### src/rtl/bdc_defines.vh
// Constants shared by the burst DRAM controller design files.
`ifndef BDC_DEFINES_VH
`define BDC_DEFINES_VH
// ==========================================================================
// Clocking and refresh divider.
`define BDC_CLK_MHZ          25
`define BDC_DIV_WIDTH        8
`define BDC_DIV_TOP          7
// ==========================================================================
// Address map: memory window is address bits 31:24 equal to 8'h01.
`define BDC_WIN_HI           31
`define BDC_WIN_LO           24
`define BDC_WIN_MATCH        8'h01
// ==========================================================================
// Renewal request machine state codes.
`define BDC_RN_IDLE          2'b00
`define BDC_RN_ASSERT        2'b01
`define BDC_RN_AWAIT_LOW     2'b10
// ==========================================================================
// Burst timing: 14 clocks for the first word, 7 for each following word.
`define BDC_FIRST_CLKS       5'h0E
`define BDC_NEXT_CLKS        5'h07
`define BDC_WORDS            3'h4
// Watchdog: nine divider bit 7 transitions give 40.96 to 46.08 usec.
// The first transition can come at any point of a half period, hence nine, not eight.
`define BDC_WD_EDGES         4'h9
`define BDC_DRAM_AW          11
`endif

### src/rtl/bdc_burst_counter.v
// Two-bit wrapping burst address counter for the burst DRAM controller.
`timescale 1ns/10ps
`default_nettype none
module bdc_burst_counter (
  input  wire       clk,
  input  wire       resetn,
  input  wire       load,
  input  wire       count,
  input  wire [1:0] start_word,
  output reg  [1:0] word_q
);
  // ========================================================================
  // Counter: load takes start plus one, count steps modulo four.
  always @(posedge clk) begin
    if (!resetn) begin
      word_q <= 2'h0;
    end else if (load) begin
      word_q <= start_word + 2'h1;
    end else if (count) begin
      word_q <= word_q + 2'h1;
    end
  end
endmodule // bdc_burst_counter
`default_nettype wire

### src/rtl/bdc_burst_dram_controller.v
// Top level of the burst DRAM controller: refresh, arbitration, burst and watchdog.
`timescale 1ns/10ps
`default_nettype none
`include "bdc_defines.vh"
// How it works
// - Burst moves four words, one row strobe.
// - All logic runs on inverted processor clock.
// - Eight-bit free-running divider, top bit square.
// - Request once per divider-high phase, drop on refresh.
// - Wait with request low until divider low.
// - Decode 01xxxxxxh window qualified by address strobe.
// - Arbitrate in idle, refresh wins.
// - Row strobe, then mux column, then column strobe.
// - Grant access to burst controller.
// - Step burst states, exit on strobe negation.
// - Writes strobe only written byte lanes.
// - Reads strobe every byte lane.
// - Refresh asserts all row and column strobes.
// - Grant raises burst acknowledge to processor.
// - Wait states, then termination when data ready.
// - Burst controller drives counter and mux select.
// - Counter supplies two low column bits.
// - Load start plus one, then increment twice.
// - Eleven-bit multiplexed address, gated by both.
// - Word-zero burst visits offsets 0h through Ch.
// - Watchdog counts divider edges, errors at timeout.
// - Early strobe negation gives no bus error.
// - Renewal states coded 00, 01, 10.
// - Burst read timing 14-7-7-7 clocks.
module bdc_burst_dram_controller #(
  parameter FIRST_CLKS = `BDC_FIRST_CLKS,
  parameter NEXT_CLKS  = `BDC_NEXT_CLKS
) (
  input  wire        CLK,
  input  wire        RESETN,
  input  wire [31:0] ADDR,
  input  wire        AS_N,
  input  wire        RD_WR,
  input  wire [1:0]  SIZE,
  output reg  [3:0]  RAS_N,
  output reg  [3:0]  CAS_N,
  output reg  [10:0] DRAM_ADDR,
  output reg         CBACK_N,
  output reg         STERM_N,
  output reg         BERR_N,
  output reg         RENEWAL_REQUEST
);
  // Processor outputs change on its rising edge, so the block runs on the inverse.
  wire clk = ~CLK;

  localparam [2:0] SQ_IDLE = 3'h0;
  localparam [2:0] SQ_RAS  = 3'h1;
  localparam [2:0] SQ_MUX  = 3'h2;
  localparam [2:0] SQ_CAS  = 3'h3;
  localparam [2:0] SQ_BRST = 3'h4;
  localparam [2:0] SQ_RCAS = 3'h5;
  localparam [2:0] SQ_RRAS = 3'h6;
  localparam [2:0] SQ_DONE = 3'h7;

  localparam [1:0] BC_IDLE = 2'h0;
  localparam [1:0] BC_WAIT = 2'h1;
  localparam [1:0] BC_TERM = 2'h2;
  localparam [1:0] BC_END  = 2'h3;

  localparam [1:0] WD_IDLE = 2'h0;
  localparam [1:0] WD_CNT  = 2'h1;
  localparam [1:0] WD_FLT  = 2'h2;

  // ========================================================================
  // Input synchronisers: strobe and direction come from another clock phase.
  reg as_m_q;
  reg as_q;
  reg rw_m_q;
  reg rw_q;
  always @(posedge clk) begin
    if (!RESETN) begin
      as_m_q <= 1'b0;
      as_q   <= 1'b0;
      rw_m_q <= 1'b1;
      rw_q   <= 1'b1;
    end else begin
      as_m_q <= ~AS_N;
      as_q   <= as_m_q;
      rw_m_q <= RD_WR;
      rw_q   <= rw_m_q;
    end
  end

  // Byte lanes touched by a write of the given size at the given offset.
  function [3:0] lane_mask;
    input [1:0] sz;
    input [1:0] off;
    reg   [3:0] bytes;
    begin
      bytes = 4'h0;
      case (sz)
        2'h1:    bytes = 4'h1;
        2'h2:    bytes = 4'h3;
        2'h3:    bytes = 4'h7;
        default: bytes = 4'hF;
      endcase
      lane_mask = (bytes << off) & 4'hF;
    end
  endfunction

  // ========================================================================
  // Refresh divider.
  reg [`BDC_DIV_WIDTH-1:0] div_q;
  reg                      div7_prev_q;
  always @(posedge clk) begin
    if (!RESETN) begin
      div_q       <= {`BDC_DIV_WIDTH{1'b0}};
      div7_prev_q <= 1'b0;
    end else begin
      div_q       <= div_q + 8'h01;
      div7_prev_q <= div_q[`BDC_DIV_TOP];
    end
  end
  wire div7      = div_q[`BDC_DIV_TOP];
  wire div7_edge = div7 ^ div7_prev_q;

  // ========================================================================
  // Renewal request machine.
  reg [1:0] rn_q;
  reg       refresh_start;
  always @(posedge clk) begin
    if (!RESETN) begin
      rn_q            <= `BDC_RN_IDLE;
      RENEWAL_REQUEST <= 1'b0;
    end else begin
      case (rn_q)
        `BDC_RN_IDLE: begin
          if (div7) begin
            rn_q            <= `BDC_RN_ASSERT;
            RENEWAL_REQUEST <= 1'b1;
          end
        end
        `BDC_RN_ASSERT: begin
          if (refresh_start) begin
            rn_q            <= `BDC_RN_AWAIT_LOW;
            RENEWAL_REQUEST <= 1'b0;
          end
        end
        `BDC_RN_AWAIT_LOW: begin
          RENEWAL_REQUEST <= 1'b0;
          if (!div7) begin
            rn_q <= `BDC_RN_IDLE;
          end
        end
        default: begin
          rn_q            <= `BDC_RN_IDLE;
          RENEWAL_REQUEST <= 1'b0;
        end
      endcase
    end
  end

  // ========================================================================
  // Address decode: memory window qualified by the strobe.
  wire mem_access_request = as_q &
       (ADDR[`BDC_WIN_HI:`BDC_WIN_LO] == `BDC_WIN_MATCH);

  // ========================================================================
  // Row/column sequencer.
  reg [2:0] sq_q;
  reg       granted_q;
  reg       col_sel_q;
  reg       burst_sel;
  reg       word_done;
  always @(posedge clk) begin
    if (!RESETN) begin
      sq_q      <= SQ_IDLE;
      granted_q <= 1'b0;
      col_sel_q <= 1'b0;
      RAS_N     <= 4'hF;
      CAS_N     <= 4'hF;
    end else begin
      case (sq_q)
        SQ_IDLE: begin
          col_sel_q <= 1'b0;
          RAS_N     <= 4'hF;
          CAS_N     <= 4'hF;
          if (RENEWAL_REQUEST) begin
            sq_q  <= SQ_RCAS;
            CAS_N <= 4'h0;
          end else if (mem_access_request) begin
            sq_q  <= SQ_RAS;
            RAS_N <= 4'h0;
          end
        end
        SQ_RAS: begin
          col_sel_q <= 1'b1;
          sq_q      <= SQ_MUX;
        end
        SQ_MUX: begin
          granted_q <= 1'b1;
          sq_q      <= SQ_CAS;
          CAS_N     <= rw_q ? 4'h0 : ~lane_mask(SIZE, ADDR[1:0]);
        end
        SQ_CAS: begin
          if (!as_q) begin
            sq_q <= SQ_DONE;
          end else if (word_done) begin
            CAS_N <= 4'hF;
            sq_q  <= SQ_BRST;
          end
        end
        SQ_BRST: begin
          if (!as_q) begin
            sq_q <= SQ_DONE;
          end else if (burst_sel) begin
            CAS_N <= rw_q ? 4'h0 : ~lane_mask(SIZE, ADDR[1:0]);
            sq_q  <= SQ_CAS;
          end
        end
        SQ_RCAS: begin
          RAS_N <= 4'h0;
          sq_q  <= SQ_RRAS;
        end
        SQ_RRAS: begin
          RAS_N <= 4'hF;
          CAS_N <= 4'hF;
          sq_q  <= SQ_IDLE;
        end
        SQ_DONE: begin
          granted_q <= 1'b0;
          col_sel_q <= 1'b0;
          RAS_N     <= 4'hF;
          CAS_N     <= 4'hF;
          sq_q      <= SQ_IDLE;
        end
        default: begin
          sq_q <= SQ_IDLE;
        end
      endcase
    end
  end
  always @* begin
    refresh_start = (sq_q == SQ_IDLE) & RENEWAL_REQUEST;
  end

  // ========================================================================
  // Burst controller: acknowledge, wait states and termination per word.
  reg [1:0] bc_q;
  reg [4:0] wait_q;
  reg [2:0] words_q;
  reg       bsel_q;
  reg       ctr_load;
  reg       ctr_count;
  always @(posedge clk) begin
    if (!RESETN) begin
      bc_q    <= BC_IDLE;
      wait_q  <= 5'h00;
      words_q <= 3'h0;
      bsel_q  <= 1'b0;
      CBACK_N <= 1'b1;
      STERM_N <= 1'b1;
    end else if (!as_q) begin
      bc_q    <= BC_IDLE;
      bsel_q  <= 1'b0;
      CBACK_N <= 1'b1;
      STERM_N <= 1'b1;
    end else begin
      case (bc_q)
        BC_IDLE: begin
          if (granted_q) begin
            bc_q    <= BC_WAIT;
            CBACK_N <= 1'b0;
            wait_q  <= FIRST_CLKS[4:0] - 5'h05;
            words_q <= 3'h0;
          end
        end
        BC_WAIT: begin
          if (wait_q == 5'h00) begin
            STERM_N <= 1'b0;
            bc_q    <= BC_TERM;
          end else begin
            wait_q <= wait_q - 5'h01;
          end
        end
        BC_TERM: begin
          STERM_N <= 1'b1;
          words_q <= words_q + 3'h1;
          if (words_q + 3'h1 == `BDC_WORDS) begin
            bc_q    <= BC_END;
            CBACK_N <= 1'b1;
          end else begin
            bsel_q <= 1'b1;
            wait_q <= NEXT_CLKS[4:0] - 5'h02;
            bc_q   <= BC_WAIT;
          end
        end
        BC_END: begin
          bc_q <= BC_END;
        end
        default: begin
          bc_q <= BC_IDLE;
        end
      endcase
    end
  end
  always @* begin
    word_done = (bc_q == BC_TERM);
    burst_sel = (bc_q == BC_WAIT) & bsel_q & (wait_q == NEXT_CLKS[4:0] - 5'h03);
    ctr_load  = (bc_q == BC_TERM) & (words_q == 3'h0);
    ctr_count = (bc_q == BC_TERM) & (words_q != 3'h0) & (words_q != `BDC_WORDS - 3'h1);
  end

  // ========================================================================
  // Burst address counter for the two low column bits.
  wire [1:0] burst_word;
  bdc_burst_counter u_ctr (
    .clk        (clk),
    .resetn     (RESETN),
    .load       (ctr_load),
    .count      (ctr_count),
    .start_word (ADDR[3:2]),
    .word_q     (burst_word)
  );

  // ========================================================================
  // Address multiplexer: row, then column with burst-supplied low bits.
  always @(posedge clk) begin
    if (!RESETN) begin
      DRAM_ADDR <= 11'h000;
    end else if (!col_sel_q) begin
      DRAM_ADDR <= ADDR[23:13];
    end else if (bsel_q) begin
      DRAM_ADDR <= {ADDR[12:11], ADDR[10:4], burst_word};
    end else begin
      DRAM_ADDR <= {ADDR[12:11], ADDR[10:4], ADDR[3:2]};
    end
  end

  // ========================================================================
  // Watchdog: counts divider bit 7 transitions under a held strobe.
  reg [1:0] wd_q;
  reg [3:0] wd_cnt_q;
  always @(posedge clk) begin
    if (!RESETN) begin
      wd_q     <= WD_IDLE;
      wd_cnt_q <= 4'h0;
      BERR_N   <= 1'b1;
    end else begin
      case (wd_q)
        WD_IDLE: begin
          BERR_N   <= 1'b1;
          wd_cnt_q <= 4'h0;
          if (as_q) begin
            wd_q <= WD_CNT;
          end
        end
        WD_CNT: begin
          if (!as_q) begin
            wd_q <= WD_IDLE;
          end else if (div7_edge) begin
            wd_cnt_q <= wd_cnt_q + 4'h1;
            if (wd_cnt_q + 4'h1 == `BDC_WD_EDGES) begin
              wd_q   <= WD_FLT;
              BERR_N <= 1'b0;
            end
          end
        end
        WD_FLT: begin
          if (!as_q) begin
            BERR_N <= 1'b1;
            wd_q   <= WD_IDLE;
          end
        end
        default: begin
          wd_q <= WD_IDLE;
        end
      endcase
    end
  end
endmodule // bdc_burst_dram_controller
`default_nettype wire

### config.mk
export PLATFORM = sky130hd
export DESIGN_NAME = bdc_burst_dram_controller
export DESIGN_NICKNAME = d
export VERILOG_FILES = /design/src/rtl/bdc_burst_counter.v /design/src/rtl/bdc_burst_dram_controller.v
export VERILOG_INCLUDE_DIRS = /design/src /design/src/rtl
export SDC_FILE = /design/constraint.sdc
export NUM_CORES = 1
export LEC_CHECK = 0
export BUFFER_PORTS_ARGS = -buffer_cell sky130_fd_sc_hd__buf_4
export CAP_MARGIN = 20
export CORE_ASPECT_RATIO = 0.7
export CORE_UTILIZATION = 59
export DETAILED_ROUTE_END_ITERATION = 10
export PLACE_DENSITY_LB_ADDON = 0.12
export SYNTH_ARGS = -nofsm -noshare
export SYNTH_HDL_FRONTEND = slang
export SYNTH_SLANG_ARGS = --single-unit
export TNS_END_PERCENT = 10
### constraint.sdc
create_clock -name CLK -period 4.1 [get_ports CLK]
set_input_delay 0.205 -clock CLK [delete_from_list [all_inputs] [get_ports CLK]]
set_output_delay 0.205 -clock CLK [all_outputs]
set_load 0.005 [all_outputs]
### Word level (Yosys, flattened, before mapping)

Cells that the tools add are included.

* bits of input ports: 38
* logic and storage cells: 188
* register bits after elaboration: 62
* output and inout bits: 23

* shifts and indexed selects: 2
* $add $sub $neg: 6
* eq/ne operators: 44
* reduce and logical (&&, ||, !) cells: 33
* multiplexer cells: 67
* bitwise logic cells: 12

Operators with widths (number)
* 4-bit 2-to-1 mux: 17
* 2-bit inequality test (second input constant): 16
* 2-bit 2-to-1 mux: 14
* 4-bit one-hot mux with 3 select lines: 2
* 3-bit 2-to-1 mux: 7
* 3-bit one-hot mux with 7 select lines: 1
* 4-bit one-hot mux with 5 select lines: 1
* 3-bit equality test (second input constant): 5
* 5-bit 2-to-1 mux: 3
* 3-bit inequality test (second input constant): 5
* 5-bit one-hot mux with 3 select lines: 1
* 3-bit AND reduction: 5
* 5-bit AND reduction: 3
* 2-bit equality test (second input constant): 6
* 2-bit one-hot mux with 3 select lines: 2
* 2-bit nonzero test: 6
* 3-bit nonzero test: 4
* 11-bit 2-to-1 mux: 1
* 1-bit one-hot mux with 2 select lines: 5
* 2-bit AND reduction: 5
* 1-bit 2-to-1 mux: 9
* 8-bit by 1-bit adder with 8-bit output (second input constant): 1
* 2-bit by 1-bit equality test with 1-bit output (second input constant): 4
* 8-bit by 1-bit equality test with 1-bit output (second input constant): 1
* 25 further kinds: 40

### Logic depth before layout (Yosys ltp)

Gate-level depths: netlist (run 1).

* depth in word-level cells: 13
* gate-level depth with buffers: 7
* gate-level depth less buffers: 6

### Hierarchy

Synthesis (run 1) repeated with hierarchy kept, for this count alone.

* cells, all modules: 341
* area, all modules: 2966.6 um2

Modules (own cells, without submodules)
* bdc_burst_dram_controller: cells each 331, seq. area each 1141.1 um2, area each 2869.0 um2, times used 1
* bdc_burst_counter: cells each 10, seq. area each 40.0 um2, area each 97.6 um2, times used 1

==> results.sh, run 1 <==
export IMPL_status="complete, no violations"
export IMPL_gp_congestion=0.875
export IMPL_final_cell_mix="inv_1 (82), buf_4 (63), dfxtp_1 (59), nor2_1 (39), nand2_1 (21)"
export IMPL_arrival_ns=1.92
export IMPL_cp_start_kind="input pin"
export IMPL_drv_cap=0
export IMPL_antenna_found_initial=0
export IMPL_clockBufferDepth=2
export IMPL_area_growth_synth_to_final_pct=29.6
export IMPL_synth_seq_cells=59
export IMPL_cp_slowest_cell="or4_1"
export IMPL_grt_overflow_total=0
export IMPL_crit_chain="buf_4, or4_1, or4_1, a211o_2, o31ai_2"
export IMPL_first_global_vias=2638
export IMPL_fillers=339
export IMPL_viasPerCell=5.42
export IMPL_syn_area_um2=2980
export IMPL_hold_path_class="reg -> reg"
export IMPL_portBuffers=60
export IMPL_fp_coreArea_um2=4810
export IMPL_dp_hpwl_um=4540
export IMPL_hold_buffers=0
export IMPL_final_common_cell="inv_1"
export IMPL_initial_core_util_pct=61.9
export IMPL_peakVddDrop_uv=332
export IMPL_grt_pass1_wl_um=11000
export IMPL_async_flop_share_pct=0
export IMPL_syn_nets=395
export IMPL_clock_sinks=59
export IMPL_crit_path_max_fanout=3
export IMPL_fin_util_pct=80.2
export IMPL_report_final_hold_viol_count=0
export IMPL_fin_skew_ns=0.0378
export IMPL_drt_pass1_iterations=4
export IMPL_crit_family="simple AND/OR/NAND/NOR gates"
export IMPL_worstMarginPinSlew_ns=0.778
export IMPL_yosysTopAreaCellShare_pct=39.7
export IMPL_syn_avg_cell_area_um2=8.70
export IMPL_yosysWarnings=0
export IMPL_synth_edf_count=0
export IMPL_numCtsBuffers=9
export IMPL_grt_max_degree=23
export IMPL_tns_ns=0
export IMPL_worstPathRequired_ns=2.36
export IMPL_netlist_cell_type_count=60
export IMPL_cts_root_buf="clkbuf_8"
export IMPL_wirelength_um=6950
export IMPL_layout_cells_non_filler=526
export IMPL_post_cts_buffers=0
export IMPL_die_area_um2=5340
export IMPL_reg2reg_slack_ns=1.86
export IMPL_rsz0062_at_grt="false"
export IMPL_h_tree_depth=3
export IMPL_powerDensity_nw_per_um2=395
export IMPL_drc=0
export IMPL_post_place_ws_ns=0.0682
export IMPL_synth_largest_area_cell="dfxtp_1"
export IMPL_layout_nets=505
export IMPL_maxSlewViolCount=0
export IMPL_power_total_w=0.00152
export IMPL_boundaryPins=61
export IMPL_cellLeakagePower_nw=1.83
export IMPL_setup_slack_ns=0.439
export IMPL_clock_latency_ns=0.41
export IMPL_drt_iter0_drc=168
export IMPL_cts_tree="built"
export IMPL_setup_violations=0
export IMPL_synth_area_leaders="dfxtp_1 (40%), ha_1 (6.3%), nor2_1 (4.9%), mux2i_1 (4.4%), a21oi_1 (3.2%)"
export IMPL_avgRoutedWirePerCell_um=13.2
export IMPL_antenna_cells=0
export IMPL_clk_pin_slew_ns=0.04
export IMPL_crit_top_cell="or4_1"
export IMPL_synthCells=342
export IMPL_post_cts_resize_count=0
export IMPL_max_stage_delay_ns=0.51
export IMPL_grt_util_all_layers_pct=27.0
export IMPL_setup_worst_path_class="in -> reg"
export IMPL_vias=2849
export IMPL_worst_setup_path_end_kind="register"
export IMPL_drive_gt1_share_pct=19.3
export IMPL_post_place_cells=452
export IMPL_rows=21
export IMPL_synth_ff_type="dfxtp_1"
export IMPL_critPathBufInv=1
export IMPL_relSlewSlack_pct=48.0
export IMPL_yosysSeqAreaShare_pct=39.7
export IMPL_die_height_um=61.4
export IMPL_antenna_left=0
export IMPL_chipWidth_um=86.9
## cell families after synthesis
| logic type | synth area share (%) |
|---|---|
| multiplexers | 5.51 |
| flip-flops | 39.7 |
| adder cells (fa/ha/maj) | 6.31 |
| AND/OR/NAND/NOR | 20.8 |
| AO/OA/AOI/OAI | 17.7 |
| buffers and inverters | 6.43 |
| XOR/XNOR | 3.53 |
## cell usage after synthesis, drive strengths merged (8+ instances only)
master   n
dfxtp   59
nor2    39
inv     22
nand2   21
a21oi   19
ha      15
o21ai   15
mux2i   13
buf     12
clkbuf  10
nand3   10
xor2     9
a211oi   8
## flip-flops by register name (all words and copies together), names as in the netlist, 2 cells and up
signal	flops
CAS_N	4
words_q	3
wd_q	2
wait_q	5
bc_q	2
wd_cnt_q	4
u_ctr.word_q	2
DRAM_ADDR	11
div_q	8
sq_q	3
rn_q	2
## worst paths after layout
kind              startpoint   endpoint  depth (start not counted)
hold reg to reg       rw_m_q       rw_q                          1
setup reg to reg     bc_q[0]  wait_q[0]                          6
hold / removal        rw_m_q       rw_q                          1
setup / recovery    ADDR[27]    sq_q[2]                          5
## power breakdown
part / internal (W) / switching [W]
registers: 0.000591 / 0.0000108
logic: 0.0000558 / 0.0000435
clock network: 0.000416 / 0.000407
## per-stage QoR
stage                     cell area (um2)  hold slack, ns
after detailed placement             3430           0.404
after CTS                            3860           0.408
after global routing                 3860           0.423
after floorplan                      2980           0.386
after global placement               3430           0.389
final                                3860           0.407
## worst register-to-register path, delay by kind of cell (launching register included)
kind	cells	cell delay [ns]
flip-flops	1	0.39
buffers and inverters	1	0.09
adder cells (fa/ha/maj)	1	0.42
AO/OA/AOI/OAI	3	0.92
AND/OR/NAND/NOR	1	0.26
## area by class of cell
| cell class | instances | area, um2 | share of cell area, % |
|---|---|---|---|
| flip-flops and latches | 59 | 1180 | 30.6 |
| well taps | 69 | 86.3 | 2.24 |
| clock inverters | 66 | 310 | 8.04 |
| multi-input cells | 239 | 1600 | 41.6 |
| repair buffers | 63 | 473 | 12.3 |
| inverters | 21 | 78.8 | 2.04 |
| clock buffers | 9 | 124 | 3.21 |
## per-layer routing
layer	wire, um	vias up	GRT usage [%]
li1	-	1422	-
met2	3220	90	40.2
met1	3250	1332	34.2
met4	36	0	11.7
met3	442	5	12.3
met5	0	-	0
No activity file was read; power rests on OpenSTA's default activity.
==> run 2, diff against run 1 <==
Settings changed: ABC_AREA from default to 1.
==> results.sh, run 2 <==
export IMPL_chipWidth_um=86.9
export IMPL_synth_largest_area_cell="dfxtp_1"
export IMPL_worstPathRequired_ns=3.89
export IMPL_report_final_hold_viol_count=0
export IMPL_fp_coreArea_um2=4810
export IMPL_regArea_um2=1180
export IMPL_numCtsBuffers=9
export IMPL_clock_sinks=59
export IMPL_viasPerCell=5.06
export IMPL_r2r_start="bc_q[0]"
export IMPL_multi_input_area_um2=1500
export IMPL_vias=3107
export IMPL_first_global_vias=2778
export IMPL_initial_core_util_pct=61.9
export IMPL_synth_compound_area_share_pct=14.4
export IMPL_synthCells=422
export IMPL_crit_chain="buf_4"
export IMPL_async_flop_share_pct=0
export IMPL_grt_overflow_total=0
export IMPL_grt_max_degree=21
export IMPL_wirelength_um=7050
export IMPL_netlist_cell_type_count=33
export IMPL_gp_congestion=0.896
export IMPL_largest_register="DRAM_ADDR"
export IMPL_tns_ns=0
export IMPL_synth_most_common_cell="nand2_1"
export IMPL_maxSlewViolCount=0
export IMPL_reg2reg_slack_ns=2.32
export IMPL_cp_slowest_cell="dfxtp_1"
export IMPL_synth_commonest_cells="nand2_1 (73), nor2_1 (61), dfxtp_1 (59), inv_1 (57), o21ai_0 (37)"
export IMPL_r2r_end="u_ctr.word_q[1]"
export IMPL_hp_start="as_m_q"
export IMPL_post_cts_resize_count=0
export IMPL_synthSimpleGateAreaFrac_pct=27.9
export IMPL_max_stage_delay_ns=0.43
export IMPL_wl_met2_um=3190
export IMPL_yosysTopAreaCellShare_pct=39.7
export IMPL_cts_tree="built"
export IMPL_syn_nets=475
export IMPL_die_height_um=61.4
export IMPL_dp_hpwl_um=4830
export IMPL_drive_gt1_share_pct=17.2
export IMPL_top_regs="DRAM_ADDR (11), div_q (8), wait_q (5)"
export IMPL_worstMarginPinSlew_ns=0.604
export IMPL_die_area_um2=5340
export IMPL_wl_met1_um=3190
export IMPL_post_cts_buffers=0
export IMPL_area_growth_synth_to_final_pct=29.4
export IMPL_syn_avg_cell_area_um2=7.05
export IMPL_top_layer="met4"
export IMPL_drt_pass1_iterations=5
export IMPL_drt_iter0_drc=181
export IMPL_synth_fa_ha_area_share_pct=6.31
export IMPL_h_tree_depth=3
export IMPL_portBuffers=60
export IMPL_rr_worst_depth=8
export IMPL_setup_violations=0
export IMPL_avgRoutedWirePerCell_um=11.5
export IMPL_synth_edf_count=0
export IMPL_layout_nets=593
export IMPL_worst_setup_path_end_kind="primary output"
export IMPL_critPathBufInv=1
export IMPL_relSlewSlack_pct=59.7
export IMPL_synth_top_family_by_area="simple AND/OR/NAND/NOR gates"
export IMPL_synth_ff_type="dfxtp_1"
export IMPL_clk_pin_slew_ns=0.04
export IMPL_peakVddDrop_uv=300
export IMPL_clock_latency_ns=0.40
export IMPL_grt_util_all_layers_pct=27.1
export IMPL_cellLeakagePower_nw=2.03
export IMPL_synth_area_leaders="dfxtp_1 (40%), nand2_1 (9.2%), nor2_1 (7.7%), inv_1 (7.2%), ha_1 (6.3%)"
export IMPL_final_common_cell="inv_1"
export IMPL_clockBufferDepth=2
export IMPL_boundaryPins=61
export IMPL_hold_buffers=0
export IMPL_grt_pass1_wl_um=11100
export IMPL_status="complete, no violations"
export IMPL_drc=0
export IMPL_yosysSeqAreaShare_pct=39.7
export IMPL_yosysWarnings=0
export IMPL_crit_family="flip-flops"
export IMPL_fin_skew_ns=0.0218
export IMPL_crit_path_max_fanout=6
export IMPL_largest_register_ffs=11
export IMPL_antenna_found_initial=0
export IMPL_hold_path_class="reg -> reg"
export IMPL_antenna_left=0
export IMPL_synth_mux_area_share_pct=0
export IMPL_fin_util_pct=80.1
export IMPL_arrival_ns=3.02
export IMPL_final_cell_mix="inv_1 (116), nand2_1 (73), nor2_1 (61), buf_4 (61), dfxtp_1 (59)"
export IMPL_rsz0062_at_grt="false"
export IMPL_rows=21
export IMPL_min_to="as_q"
export IMPL_syn_area_um2=2980
export IMPL_hold_depth=2
export IMPL_antenna_cells=0
export IMPL_synth_xor_area_share_pct=1.77
export IMPL_met3_length_um=625
export IMPL_cp_start_kind="register"
export IMPL_synth_seq_cells=59
export IMPL_setup_worst_path_class="reg -> out"
export IMPL_fillers=369
export IMPL_cts_root_buf="clkbuf_8"
export IMPL_powerDensity_nw_per_um2=516
export IMPL_drv_cap=0
==> run 2: cell types whose count changed in the layout (fill, tap and decap cells not counted), sizes merged, moves of 5 or more <==
cell	previous run	this run
nand2	21	80
inv	84	119
nor2	39	65
o21ai	15	41
nand3	10	35
mux2i	13	0
a211oi	8	2
nor2b	6	0
o211ai	0	6
xor2	9	3
a21oi	19	24
o22ai	5	0
or4	5	0
==> run 2: how the worst max path moves through the flow <==
| stage | to | slack, ns | start | cells after the start |
|---|---|---|---|---|
| floorplan | CAS_N[3] | 0.95 | SIZE[0] | 8 |
| global placement | CAS_N[3] | 0.81 | SIZE[0] | 9 |
| detailed placement | CAS_N[3] | 0.78 | SIZE[1] | 9 |
| CTS | RENEWAL_REQUEST | 0.87 | RENEWAL_REQUEST | 1 |
| global route | RENEWAL_REQUEST | 0.81 | RENEWAL_REQUEST | 1 |
| finish | RENEWAL_REQUEST | 0.88 | RENEWAL_REQUEST | 1 |
==> run 2: cell families after synthesis <==
| family | Yosys count |
|---|---|
| compound gates | 78 |
| xor+xnor | 6 |
| flops | 59 |
| simple gates | 193 |
| fa+ha+maj | 15 |
| buf+inv | 71 |
==> run 2: worst reg2reg max path: cells and delay by family (launching register included) <==
| kind | cells | cell delay, ns |
|---|---|---|
| buf+inv | 4 | 0.44 |
| fa+ha+maj | 1 | 0.40 |
| simple gates | 1 | 0.06 |
| flops | 1 | 0.32 |
| compound gates | 2 | 0.52 |
==> run 2: area by class of cell <==
class,instances,area share [%]
Inverter,58,5.65
Tap cell,69,2.24
Timing Repair Buffer,61,11.9
Clock inverter,66,7.44
Multi-Input combinational cell,292,38.9
Sequential cell,59,30.7
Clock buffer,9,3.22
==> run 2: metal layers <==
| layer | vias up | GRT usage (%) |
|---|---|---|
| li1 | 1584 | - |
| met1 | 1382 | 31.3 |
| met2 | 132 | 43.5 |
| met3 | 9 | 11.5 |
| met4 | 0 | 15.5 |
| met5 | - | 0 |
==> run 2: metrics by stage <==
step | power, W | hold slack (ns) | worst slack [ns] | std cells | cell area [um2]
6_report | 0.00199 | 0.422 | 0.878 | 614 | 3850
5_1_grt | 0.00215 | 0.461 | 0.809 | 614 | 3850
4_1_cts | 0.00200 | 0.420 | 0.865 | 614 | 3850
3_5_place_dp | 0.00132 | 0.406 | 0.776 | 540 | 3440
3_3_place_gp | 0.00130 | 0.395 | 0.809 | 540 | 3440
2_1_floorplan | 0.00116 | 0.390 | 0.951 | 422 | 2980
==> run 2: power by group <==
part | internal (W) | switching [W]
combinational | 0.000215 | 0.000321
clock | 0.000353 | 0.000394
sequential | 0.000644 | 0.0000606
total | 0.00121 | 0.000775
==> run 3, diff against run 2 <==
Settings changed: ABC_AREA 1 to 0, CORE_UTILIZATION 59 to 49.
Clock period 4.1 ns to 2.58 ns, I/O delays scaled along.
==> results.sh, run 3 (synthesis results as in run 1) <==
export IMPL_h_tree_depth=3
export IMPL_final_common_cell="inv_1"
export IMPL_power_total_w=0.00240
export IMPL_drive_gt1_share_pct=20.2
export IMPL_fp_coreArea_um2=5780
export IMPL_numCtsBuffers=9
export IMPL_combPwrFrac_pct=6.9
export IMPL_design_area_um2=3930
export IMPL_final_cell_mix="inv_1 (81), buf_4 (63), dfxtp_1 (59), nor2_1 (39), nand2_1 (21)"
export IMPL_top_regs="DRAM_ADDR (11), div_q (8), wait_q (5)"
export IMPL_chipWidth_um=95.2
export IMPL_fin_skew_ns=0.0197
export IMPL_worstPathRequired_ns=1.59
export IMPL_die_area_um2=6400
export IMPL_largest_register="DRAM_ADDR"
export IMPL_cts_tree="built"
export IMPL_hold_buffers=0
export IMPL_tns_ns=-0.432
export IMPL_boundaryPins=61
export IMPL_fin_util_pct=67.9
export IMPL_grt_overflow_total=0
export IMPL_wirelength_um=6840
export IMPL_peakVddDrop_uv=402
export IMPL_power_frac_clock_pct=53.4
export IMPL_avgRoutedWirePerCell_um=12.8
export IMPL_dp_hpwl_um=4750
export IMPL_crit_path_max_fanout=3
export IMPL_maxSlewViolCount=0
export IMPL_powerDensity_nw_per_um2=612
export IMPL_report_final_hold_viol_count=0
export IMPL_clk_pin_slew_ns=0.04
export IMPL_first_global_vias=2705
export IMPL_grt_pass1_wl_um=11500
export IMPL_p_sw_w=0.000708
export IMPL_cp_start_kind="input pin"
export IMPL_power_internal_w=0.00169
export IMPL_clock_sinks=59
export IMPL_drt_pass1_iterations=4
export IMPL_rows=23
export IMPL_clockBufferDepth=2
export IMPL_antenna_cells=0
export IMPL_setup_worst_path_class="in -> reg"
export IMPL_worstMarginPinSlew_ns=0.734
export IMPL_violations="negative setup slack"
export IMPL_grt_max_degree=26
export IMPL_antenna_left=0
export IMPL_die_height_um=67.2
export IMPL_drt_iter0_drc=125
export IMPL_gp_congestion=0.870
export IMPL_drc=0
export IMPL_layout_nets=508
export IMPL_vias=2806
export IMPL_viasPerCell=5.24
export IMPL_hold_path_class="reg -> reg"
export IMPL_status="finished with violations"
export IMPL_cts_root_buf="clkbuf_8"
export IMPL_antenna_found_initial=0
export IMPL_grt_util_all_layers_pct=23.3
export IMPL_relSlewSlack_pct=51.0
export IMPL_portBuffers=60
export IMPL_rsz0062_at_grt="true"
export IMPL_largest_register_ffs=11
export IMPL_drv_cap=0
export IMPL_p_seq_share_pct=39.8
export IMPL_switching_share_pct=29.5
export IMPL_post_place_ws_ns=-0.597
export IMPL_placed_cell_area_um2=3470
export IMPL_initial_core_util_pct=51.5
export IMPL_setup_violations=3
export IMPL_setup_slack_ns=-0.171
export IMPL_arrival_ns=1.76
export IMPL_cellLeakagePower_nw=1.85
export IMPL_worst_setup_path_end_kind="register"
export IMPL_clock_latency_ns=0.39
export IMPL_area_growth_synth_to_final_pct=31.9
export IMPL_post_cts_buffers=0
run 3: cell types whose count changed in the layout (fill, tap and decap cells not counted), moves of 6 or more:
cell      previous run  this run
nor2b_1              0         6
nand2_1             73        21
o21ai_0             37        15
inv_1              116        81
o211ai_1             6         0
a211oi_1             2         8
nand3_1             35        10
mux2i_1              0        13
xor2_1               3         9
nor2_1              61        39
nand2_2              7         0
run 3: path summary, 6_finish.rpt:
path / from / endpoint / slack, ns / cells past startpoint
hold reg to reg: rw_m_q / rw_q / 0.40 / 1
setup / recovery: ADDR[27] / sq_q[2] / -0.17 / 5
setup reg to reg: bc_q[0] / CAS_N[0] / 0.41 / 5
hold / removal: rw_m_q / rw_q / 0.40 / 1
run 3: cell type report:
cell class,count,area (um2)
fill,483,1860
multi-input combinational,239,1620
sequential,59,1180
timing repair buffer,66,515
clock inverter,66,309
clock buffer,9,124
tap,75,93.8
inverter,21,78.8
run 3: power by group through the flow:
stage,Clock (W),Sequential [W],Combinational [W]
floorplan,0.000141,0.000963,0.0000812
global placement,0.000141,0.000966,0.000160
detailed placement,0.000141,0.000967,0.000163
CTS,0.00133,0.000954,0.000166
global route,0.00144,0.000955,0.000184
finish,0.00128,0.000955,0.000165
run 3: worst max-delay path, stage by stage:
cell and delay (ns):
buf_6 0.09, or4_1 0.51, or4_4 0.50, a211o_4 0.36, o31ai_4 0.17
run 3: routing by layer:
layer	vias up	share of wire [%]	global-route usage [%]
li1	1429	-	-
met1	1281	49	30.4
met2	90	43	32.1
met3	6	7.1	11.0
met4	0	0.70	11.4
met5	-	0	0
run 3: through the flow:
stage | hold slack [ns] | std cells
after floorplan | 0.386 | 342
after global placement | 0.389 | 461
after detailed placement | 0.402 | 461
after CTS | 0.410 | 535
after global routing | 0.436 | 535
final | 0.403 | 535
run 3: repair_timing:
action,CTS,global route
resized for setup,4,1
setup endpoints to repair,3,4
pin swaps,2,1
endpoints found under the hold margin,0,0
